$ cat config.mk
export PLATFORM = sky130hd
export DESIGN_NAME = led_fault_supervisor
export DESIGN_NICKNAME = d
export VERILOG_FILES = /design/src/include/fault_sup_pkg.sv /design/src/low_time_detect.sv /design/src/led_fault_supervisor.sv
export SDC_FILE = /design/constraint.sdc
export NUM_CORES = 1
export LEC_CHECK = 0
export BUFFER_PORTS_ARGS = -buffer_cell sky130_fd_sc_hd__buf_4
export CORE_ASPECT_RATIO = 1.1
export CORE_MARGIN = 2
export CORE_UTILIZATION = 54
export DETAILED_ROUTE_END_ITERATION = 12
export HOLD_SLACK_MARGIN = 0.12
export PLACE_DENSITY = 0.73
export SETUP_SLACK_MARGIN = 0.2
export SLEW_MARGIN = 15
export SYNTH_ARGS = -nofsm -noshare
export SYNTH_HDL_FRONTEND = slang
export SYNTH_SLANG_ARGS = --single-unit
$ cat constraint.sdc
create_clock -name MCLK -period 3.6 [get_ports MCLK]
set_input_delay 0.36 -clock MCLK [delete_from_list [all_inputs] [get_ports MCLK]]
set_output_delay 0.36 -clock MCLK [all_outputs]
set_load 0.01 [all_outputs]
$ cat src/include/fault_sup_pkg.sv
// Constants, timing counts and state type for the LED driver fault supervisor.
// Assumes a single 100 MHz clock; all detector inputs arrive asynchronously.
// Summary of operation
// - Enable low beyond 32,750 cycles enters low-power shutdown and clears all fault records.
// - In shutdown, sinks stay off; operation resumes only after enable returns high.
// - Primary switch current limit turns boost off for that cycle only, no flag.
// - Secondary switch current limit latches everything off and sets the flag.
// - Input current at twice the limit latches everything off and sets the flag.
// - Input current between one and two times the limit flags; held beyond 10,000 cycles it latches everything off.
// - Secondary overvoltage on the switch node latches everything off with flag.
// - At startup a shorted sink holds off soft-start, disconnect on, no flag.
// - An open sink raises output until overvoltage, then drops unregulated strings.
// - Current-set overcurrent stops boost and sinks until cleared, no flag.
// - Frequency-set overcurrent turns all off with flag, restarts through soft-start.
// - Overvoltage sense stops boost only while tripped, no flag.
// - A sink above the LED-short threshold is removed alone, no flag.
// - Overtemperature turns all off and restarts automatically, no flag.
// - Undervoltage turns all off, clears latched faults, restarts automatically, no flag.
// - Startup masks selected detectors to avoid false triggering.
// - Disconnect-switch protections are unavailable when no disconnect switch is fitted.
// - Frequency-set pin low beyond 7 us stops boost, disconnect and sinks.
package fault_sup_pkg;
   localparam int CLK_FREQ_MHZ         = 100;
   localparam int FAST_SHDN_NS         = 7000;
   // Least time: round up to whole cycles
   localparam int FAST_SHDN_CYCLES     = (FAST_SHDN_NS * CLK_FREQ_MHZ + 999) / 1000;
   localparam int SHUTDOWN_CYCLES      = 32750;
   localparam int LINEAR_FAULT_CYCLES  = 10000;
   localparam int SOFTSTART_CYCLES     = 1000;
   localparam int CHANNELS             = 2;
   // Thirteen single-bit inputs plus three per-channel vectors
   localparam int SYNC_W               = 13 + 3 * CHANNELS;

   typedef enum logic [1:0] {
      ST_SHDN,
      ST_CHECK,
      ST_SOFT,
      ST_RUN
   } state_t;
endpackage : fault_sup_pkg

$ cat src/low_time_detect.sv
// Counts consecutive low cycles of a synchronised level.
// Assumes the level is already in the MCLK domain.
`timescale 1ns/1ps
module low_time_detect #(
   parameter int COUNT = 700
) (
   input  wire logic clk,
   input  wire logic rst,
   input  wire logic level,
   output logic      expired
);
   localparam int              W     = $clog2(COUNT + 2);
   localparam logic [W-1:0]    LIMIT = W'(COUNT + 1);

   logic [W-1:0] cnt_r;
   logic [W-1:0] cnt_nxt;

   // Expires only after strictly more than COUNT low cycles
   always_comb
   begin
      cnt_nxt = cnt_r;
      if (level)
         cnt_nxt = '0;
      else if (cnt_r != LIMIT)
         cnt_nxt = cnt_r + 1'b1;
   end

   always_ff @(posedge clk)
   begin
      if (rst)
         cnt_r <= '0;
      else
         cnt_r <= cnt_nxt;
   end

   assign expired = (cnt_r == LIMIT);
endmodule : low_time_detect

$ cat src/led_fault_supervisor.sv
// Fault supervision and shutdown control for a two-channel boost LED driver.
// Assumes analog detector outputs and pins are asynchronous levels, active high,
// except ENABLE_DIM and FREQ_SET_SYNC_PIN which are the raw pin levels.
`timescale 1ns/1ps
module led_fault_supervisor
   import fault_sup_pkg::*;
#(
   parameter int SHUTDOWN_CYCLES_P  = fault_sup_pkg::SHUTDOWN_CYCLES,
   parameter int LINEAR_CYCLES_P    = fault_sup_pkg::LINEAR_FAULT_CYCLES,
   parameter int SOFTSTART_CYCLES_P = fault_sup_pkg::SOFTSTART_CYCLES
) (
   input  wire logic                  MCLK,
   input  wire logic                  RESET,
   input  wire logic                  ENABLE_DIM,
   input  wire logic                  FREQ_SET_SYNC_PIN,
   input  wire logic                  PRIMARY_SWITCH_CURRENT_LIMIT,
   input  wire logic                  SECONDARY_SWITCH_CURRENT_LIMIT,
   input  wire logic                  INPUT_CURRENT_1X,
   input  wire logic                  INPUT_CURRENT_2X,
   input  wire logic                  SECONDARY_OVERVOLTAGE,
   input  wire logic                  OVERVOLTAGE_SENSE_INPUT,
   input  wire logic [fault_sup_pkg::CHANNELS-1:0] SINK_CHANNEL_SHORTED,
   input  wire logic [fault_sup_pkg::CHANNELS-1:0] SINK_CHANNEL_OPEN,
   input  wire logic [fault_sup_pkg::CHANNELS-1:0] LED_SHORT_DETECT,
   input  wire logic                  CURRENT_SET_OVER,
   input  wire logic                  FREQ_SET_OVER,
   input  wire logic                  OVER_TEMPERATURE,
   input  wire logic                  UNDERVOLTAGE_LOCKOUT,
   input  wire logic                  DISCONNECT_FITTED,
   output logic                       BOOST_EN,
   output logic                       DISCONNECT_EN,
   output logic [fault_sup_pkg::CHANNELS-1:0] SINK_EN,
   output logic                       VOUT_RAISE,
   output logic                       LOW_POWER,
   output logic                       FAULT_N_O,
   output logic                       FAULT_N_OE
);
   import fault_sup_pkg::*;

   localparam int LW = $clog2(LINEAR_CYCLES_P + 1);
   localparam int SS_W = $clog2(SOFTSTART_CYCLES_P + 1);
   localparam logic [LW-1:0]   LIN_LAST = LW'(LINEAR_CYCLES_P);
   localparam logic [SS_W-1:0] SS_LAST  = SS_W'(SOFTSTART_CYCLES_P);

   // Two-stage synchronisers for every asynchronous input
   logic [SYNC_W-1:0] sync1_r;
   logic [SYNC_W-1:0] sync2_r;
   logic              en_s;
   logic              fss_s;
   logic              pri_s;
   logic              sec_s;
   logic              in1x_s;
   logic              in2x_s;
   logic              secov_s;
   logic              ovs_s;
   logic [CHANNELS-1:0] short_s;
   logic [CHANNELS-1:0] open_s;
   logic [CHANNELS-1:0] ledsc_s;
   logic              cset_s;
   logic              fset_s;
   logic              temp_s;
   logic              uv_s;
   logic              fitted_s;

   always_ff @(posedge MCLK)
   begin
      if (RESET)
      begin
         sync1_r <= '0;
         sync2_r <= '0;
      end
      else
      begin
         sync1_r <= {ENABLE_DIM, FREQ_SET_SYNC_PIN, PRIMARY_SWITCH_CURRENT_LIMIT,
                     SECONDARY_SWITCH_CURRENT_LIMIT, INPUT_CURRENT_1X, INPUT_CURRENT_2X,
                     SECONDARY_OVERVOLTAGE, OVERVOLTAGE_SENSE_INPUT, SINK_CHANNEL_SHORTED,
                     SINK_CHANNEL_OPEN, LED_SHORT_DETECT, CURRENT_SET_OVER, FREQ_SET_OVER,
                     OVER_TEMPERATURE, UNDERVOLTAGE_LOCKOUT, DISCONNECT_FITTED};
         sync2_r <= sync1_r;
      end
   end

   assign {en_s, fss_s, pri_s, sec_s, in1x_s, in2x_s, secov_s, ovs_s, short_s,
           open_s, ledsc_s, cset_s, fset_s, temp_s, uv_s, fitted_s} = sync2_r;

   // Pin-low timers; reset on high so dimming pulses never shut down
   logic en_expired;
   logic fast_shdn;

   low_time_detect #(.COUNT(SHUTDOWN_CYCLES_P)) enable_low_shutdown_time (
      .clk     (MCLK),
      .rst     (RESET),
      .level   (en_s),
      .expired (en_expired)
   );

   low_time_detect #(.COUNT(FAST_SHDN_CYCLES)) fast_shutdown_time (
      .clk     (MCLK),
      .rst     (RESET),
      .level   (fss_s),
      .expired (fast_shdn)
   );

   // Control state
   state_t              state_r;
   state_t              state_nxt;
   logic                latched_r;
   logic                latched_nxt;
   logic [LW-1:0]       lin_cnt_r;
   logic [LW-1:0]       lin_cnt_nxt;
   logic [SS_W-1:0]     ss_cnt_r;
   logic [SS_W-1:0]     ss_cnt_nxt;
   logic                hunt_r;
   logic                hunt_nxt;
   logic [CHANNELS-1:0] open_off_r;
   logic [CHANNELS-1:0] open_off_nxt;
   logic                boost_r;
   logic                boost_nxt;
   logic                disc_r;
   logic                disc_nxt;
   logic [CHANNELS-1:0] sink_r;
   logic [CHANNELS-1:0] sink_nxt;
   logic                flag_r;
   logic                flag_nxt;

   logic in_shdn;
   logic active;
   logic startup_mask;
   logic in1x_eff;
   logic lin_expire;
   logic trip_now;
   logic hard_off;
   logic [CHANNELS-1:0] open_eff;

   assign in_shdn      = (state_r == ST_SHDN);
   assign active       = (state_r == ST_SOFT) || (state_r == ST_RUN);
   assign startup_mask = (state_r != ST_RUN);
   // Without a disconnect switch the input current sense means nothing
   assign in1x_eff     = in1x_s && fitted_s && !in2x_s && !in_shdn;
   assign lin_expire   = in1x_eff && (lin_cnt_r == LIN_LAST);
   assign trip_now     = sec_s || secov_s || (in2x_s && fitted_s)
                         || lin_expire;
   // Conditions that force boost, disconnect and sinks off
   assign hard_off     = latched_r || trip_now || fset_s || temp_s
                         || uv_s || fast_shdn;
   assign open_eff     = startup_mask ? '0 : (open_s & ~open_off_r);

   always_comb
   begin
      state_nxt    = state_r;
      latched_nxt  = latched_r | trip_now;
      lin_cnt_nxt  = '0;
      ss_cnt_nxt   = '0;
      hunt_nxt     = hunt_r;
      open_off_nxt = open_off_r;

      if (in1x_eff && !lin_expire)
         lin_cnt_nxt = lin_cnt_r + 1'b1;

      // Open sink: raise output until overvoltage, then drop open strings
      if (!active)
         hunt_nxt = 1'b0;
      else if (hunt_r && ovs_s)
      begin
         open_off_nxt = open_off_r | open_s;
         hunt_nxt     = 1'b0;
      end
      else if (|open_eff)
         hunt_nxt = 1'b1;

      case (state_r)
         ST_SHDN:
         begin
            if (en_s)
               state_nxt = ST_CHECK;
         end
         ST_CHECK:
         begin
            if (!hard_off && en_s && (short_s == '0))
               state_nxt = ST_SOFT;
         end
         ST_SOFT:
         begin
            ss_cnt_nxt = ss_cnt_r + 1'b1;
            if (hard_off)
               state_nxt = ST_CHECK;
            else if (ss_cnt_r == SS_LAST)
               state_nxt = ST_RUN;
         end
         ST_RUN:
         begin
            if (hard_off)
               state_nxt = ST_CHECK;
         end
         default:
            state_nxt = ST_SHDN;
      endcase

      // Undervoltage clears latched faults and open-string records
      // A trip in the same cycle still latches: the set wins
      if (uv_s)
      begin
         latched_nxt  = trip_now;
         open_off_nxt = '0;
      end

      // Enable held low too long: shutdown wins over everything
      if (en_expired)
      begin
         state_nxt    = ST_SHDN;
         latched_nxt  = 1'b0;
         open_off_nxt = '0;
         hunt_nxt     = 1'b0;
         lin_cnt_nxt  = '0;
      end
   end

   // Output decisions, registered so pins change only on MCLK
   always_comb
   begin
      boost_nxt = active && !hard_off && !pri_s && !ovs_s && !cset_s;
      disc_nxt  = !in_shdn && !hard_off && !en_expired;
      sink_nxt  = '0;
      if (active && !hard_off && !cset_s && !en_expired)
         sink_nxt = ~(ledsc_s | open_off_r);
      flag_nxt  = !en_expired && (latched_r || trip_now || fset_s
                  || in1x_eff);
   end

   always_ff @(posedge MCLK)
   begin
      if (RESET)
      begin
         state_r    <= ST_SHDN;
         latched_r  <= 1'b0;
         lin_cnt_r  <= '0;
         ss_cnt_r   <= '0;
         hunt_r     <= 1'b0;
         open_off_r <= '0;
         boost_r    <= 1'b0;
         disc_r     <= 1'b0;
         sink_r     <= '0;
         flag_r     <= 1'b0;
      end
      else
      begin
         state_r    <= state_nxt;
         latched_r  <= latched_nxt;
         lin_cnt_r  <= lin_cnt_nxt;
         ss_cnt_r   <= ss_cnt_nxt;
         hunt_r     <= hunt_nxt;
         open_off_r <= open_off_nxt;
         boost_r    <= boost_nxt;
         disc_r     <= disc_nxt;
         sink_r     <= sink_nxt;
         flag_r     <= flag_nxt;
      end
   end

   assign BOOST_EN      = boost_r;
   assign DISCONNECT_EN = disc_r;
   assign SINK_EN       = sink_r;
   assign VOUT_RAISE    = hunt_r;
   assign LOW_POWER     = in_shdn;
   // Open-drain fault pin: only ever pulls low
   assign FAULT_N_O     = 1'b0;
   assign FAULT_N_OE    = flag_r;
endmodule : led_fault_supervisor

# == Word level (Yosys, flattened, before mapping) ==
# Cells that the tools add are included.
# totals
in_bits,21
word_cells,99
reg_bits,98
out_inout_bits,8
# op_classes
add_sub_neg,4
muxes,8
reduce_logical,49
n_bitwise,10
eq_ne,14
# ops
operator,n
"10-bit by 1-bit adder with 10-bit output, second input constant",2
"10-bit equality test, second input constant",2
1-bit logical AND,18
"15-bit by 1-bit adder with 15-bit output, second input constant",1
"15-bit equality test, second input constant",1
"15-bit != test, second input constant",1
"14-bit by 1-bit adder with 14-bit output, second input constant",1
"14-bit equality test, second input constant",1
2-bit 2-to-1 mux,6
2-bit OR reduction,6
1-bit logical OR,10
"10-bit != test, second input constant",1
1-bit logical NOT,8
"2-bit != test, second input constant",4
2-bit case mux with 4 select lines,1
3-bit OR reduction,2
"2-bit equality test, second input constant",2
2-bit logical NOT,2
1-bit NOT,4
2-bit NOT,2
2-bit OR,2
4-bit AND reduction,1
4-bit OR reduction,1
"3-bit by 2-bit != test with 1-bit output, second input constant",1
5 further kinds,5

# == Depth between registers and ports, before layout ==
# depth
ltp_word,16
ltp_mapped,9
depth_no_buf,7

# == Hierarchy ==
# Synthesis repeated with hierarchy kept, for this count alone.
# hier_totals
hier_cells,405
area_unflattened_um2,3901.2
# by_module_without_submodules
mod,n_inst,area_per_inst_um2,cells_each,seq_area_each_um2
led_fault_supervisor,1,2663.8,265,1461.4
low_time_detect at enable_low_shutdown_time,1,709.4,79,300.3
low_time_detect at fast_shutdown_time,1,528.0,61,200.2

# == Worst setup path before layout ==
# Ideal clock, no wire load.
# synth_path
path_kind,flip-flop to flip-flop
from,register lin_cnt_r[0]
to,register state_r[0]
path_stages_with_launch,8
slack_ps,1625
synth_period_minus_slack_ps,1975
t_required_ps,3477
t_arrival_ps,1852
n_path_buf,0
setup_time_ps,123
path_cell_list,dfxtp_1 inv_1 ha_1 nor4bb_1 and4_1 a211oi_1 mux2_2 mux2_1
# synth_via
elab_chain_len,13
elab_cells_between_ends,17
classes_between,4 x eq/ne; 2 x mux; 11 x reduce/logical
# synth_lines
item,line,source
"start, declared",led_fault_supervisor.sv:109,logic [LW-1:0] lin_cnt_r;
"start signal, assigned",led_fault_supervisor.sv:249,lin_cnt_r <= lin_cnt_nxt;
14-bit equality test (*),led_fault_supervisor.sv:140,assign lin_expire = in1x_eff && (lin_cnt_r == LIN_LAST);
1-bit logical AND (*),led_fault_supervisor.sv:140,
1-bit logical OR (*),led_fault_supervisor.sv:142,|| lin_expire;
1-bit logical OR (*) (3 in a row),led_fault_supervisor.sv:144,assign hard_off = latched_r || trip_now || fset_s || temp_s
1-bit logical OR (*) (2 in a row),led_fault_supervisor.sv:145,|| uv_s || fast_shdn;
1-bit logical NOT,led_fault_supervisor.sv:179,if (!hard_off && en_s && (short_s == '0))
1-bit logical AND (2 in a row),led_fault_supervisor.sv:179,
2-bit != test (no line),--,
4-bit AND reduction (no line),--,
"end signal, assigned",led_fault_supervisor.sv:247,state_r <= state_nxt;
"end, declared",led_fault_supervisor.sv:105,state_t state_r;
# Every way passes the cells marked *; elsewhere a longest branch is shown, timed or not.
# A chain may end at the register's enable or synchronous reset.

# == Worst setup path after layout ==
# layout_path
from,register enable_low_shutdown_time.cnt_r[0]
to,register lin_cnt_r[12]
# layout_via
elab_chain_len,2
# layout_lines
item,line,source
"start, declared",low_time_detect.sv:15,logic [W-1:0] cnt_r;
"start signal, assigned",low_time_detect.sv:33,cnt_r <= cnt_nxt;
15-bit equality test,low_time_detect.sv:36,assign expired = (cnt_r == LIMIT);
3-bit OR reduction (no line),--,
# Every way passes these cells.

==> qor.yml <==
status: "complete, no violations"
path_max_fanout: 14
htree_levels: 3
clkSinkCount: 98
crit_type: "flip-flop to flip-flop"
cts_hold_buf: 0
yosys_warnings: 0
critPathRequiredTime_ns: 3.84
synth_edf_count: 0
syn_area_per_cell_um2: 9.59
rows: 32
grt_max_degree: 45
dieArea_um2: 7770
critPathLaunchType: "flip-flop"
start_util_pct: 55.2
min_period_over_period_pct: 63.0
cts_tree: "built"
io_buffers: 27
slew-limit-headroom_pct: 66.1
worstSetupEndpointType: "flip-flop"
synth_top_area_share_pct: 51.3
finalSetupViolCount: 0
ioPinCount: 29
post-route-util_pct: 61.5
clock-skew-final_ns: 0.00666
critical-path-max-stage-delay_ns: 0.48
clkTransAtPathRegs_ns: 0.09
wl_per_cell_um: 11.2
grt_pass1_wl_um: 10200
antenna_left: 0
clock_latency_ns: 0.36
grtUsageTotal_pct: 16.5
synthTopCellsByArea: "dfxtp_1 (51%), nor2_1 (6.6%), nor2b_1 (6.4%)"
netlist-cell-type-count: 47
synth.largest_area_cell: "dfxtp_1"
grt_pass1_vias: 2275
layout.nets: 458
synth.most_common_cell: "dfxtp_1"
synth_seq_cells: 98
slew_violations: 0
fmax_mhz: 441
numCtsBuffers: 9
path_cells: "ha_1 -> nand2_1 -> nor4_4 -> or2_1 -> or3_1 -> nor2_1"
tightest_slew_ns: 0.502
min_path_type: "input port to flip-flop"
syn-num-nets: 432
cellLeakagePower_nw: 1.60
vias: 2538
globalplace.congestion: 0.835
hold_violations: 0
drive_gt1_share_pct: 13.3
drtIter0Drc: 120
multiInputGateArea_um2: 1720
ys_seq_area_share_pct: 51.3
dp_hpwl_um: 4000
slowest_stage: "or3_1"
antenna_cells: 0
ir_drop_v: 0.000337
drcViolationCount: 0
root_buffer: "clkbuf_8"
syn_area_um2: 3820
synth_flop_cell: "dfxtp_1"
fillers: 594
gr-total-overflow: 0
cts_resized: 0
critical-path-top-delay-family: "simple AND/OR/NAND/NOR gates"
post_cts_buffers: 0
cp.arrival_ns: 2.50
ff_latch_area_um2: 1960
synth_cells: 399
synthArstFlopShare_pct: 0
fin_crit_ns: 2.27
viasPerCell: 4.93
dp_slack_ns: 1.34
maxCapViolCount: 0
antenna_found_initial: 0
worst_slack_ns: 1.33
drt_pass1_iterations: 4
area_growth_pct: 11.4
clock_path_buffers: 2
dieHeight_um: 92.3
rsz0062_at_grt: "false"
hold_ws_ns: 0.198
power_density_nw_per_um2: 464
critPathBufInv: 0
tns_ns: 0
total_power_w: 0.00198
drt-total-wl_um: 5750
die_x_um: 84.2
synth_common_cells: "dfxtp_1 (98), nor2_1 (67), nor2b_1 (39)"
core_area_um2: 6930
==> per-layer routing <==
| layer | vias up | track usage [%] | routed length [um] |
|---|---|---|---|
| li1 | 1360 | - | - |
| met1 | 1124 | 21.6 | 2800 |
| met2 | 43 | 24.7 | 2560 |
| met3 | 11 | 4.59 | 254 |
| met4 | 0 | 8.47 | 136 |
| met5 | - | 0 | 0 |
==> logic make-up (layout without fill, tap and decap cells) <==
kind of cell | count (synthesis) | after routing | share of synthesized area, %
AOI/OAI and AO/OA | 17 | 17 | 2.91
and+or+nand+nor | 201 | 201 | 28.2
other | 1 | 1 | 0.0980
adders and majority gates | 12 | 12 | 3.93
buffers and inverters | 28 | 59 | 3.70
muxes | 5 | 5 | 1.41
DFF | 98 | 98 | 51.3
xor gates and xnor gates | 37 | 37 | 8.47
==> per-stage QoR <==
stage	std cells	area (um2)
finish	515	4260
CTS	515	4260
floorplan	399	3820
global placement	499	4060
detailed placement	499	4060
global route	515	4260
==> path summary, 6_finish.rpt <==
kind | from | to | slack [ns] | cells after the start
worst min register to register | sync2_r[6] | SINK_EN[1] | 0.39 | 1
worst min-delay path | PRIMARY_SWITCH_CURRENT_LIMIT | sync1_r[16] | 0.20 | 2
worst max register to register | enable_low_shutdown_time.cnt_r[0] | lin_cnt_r[12] | 1.33 | 6
worst max-delay path | enable_low_shutdown_time.cnt_r[0] | lin_cnt_r[12] | 1.33 | 6
==> state kept, by name (all words and copies together) (netlist names), 2 cells and up <==
signal	flops
sync1_r	19
sync2_r	19
enable_low_shutdown_time.cnt_r	15
lin_cnt_r	14
fast_shutdown_time.cnt_r	10
ss_cnt_r	10
SINK_EN	2
open_off_r	2
state_r	2
==> area by class of cell <==
cell class / count / area share (%)
Sequential cell: 98 / 46.0
Multi-Input combinational cell: 273 / 40.4
Timing Repair Buffer: 29 / 5.11
Clock buffer: 9 / 2.91
Tap cell: 85 / 2.50
Clock inverter: 7 / 1.79
Inverter: 14 / 1.23
==> power breakdown <==
part	total, W	switching (W)	internal [W]	leakage (nW)
clock	0.000702	0.000376	0.000326	0.0962
sequential	0.00113	0.0000181	0.00112	0.799
combinational	0.000143	0.0000699	0.0000730	0.707
total	0.00198	0.000464	0.00151	1.60
==> cells in the final DEF, fill, tap and decap left out, drive strengths merged, types with 5 or more instances in the layout <==
cell type / count
nand4: 6
inv: 16
nor2: 69
or2: 5
buf: 29
ha: 12
nand3: 19
nor2b: 39
clkbuf: 9
nand2: 18
and3: 5
nor3: 12
dfxtp: 98
nor3b: 7
a21oi: 5
xor2: 23
xnor2: 14
No activity file was read; power rests on OpenSTA's default activity.
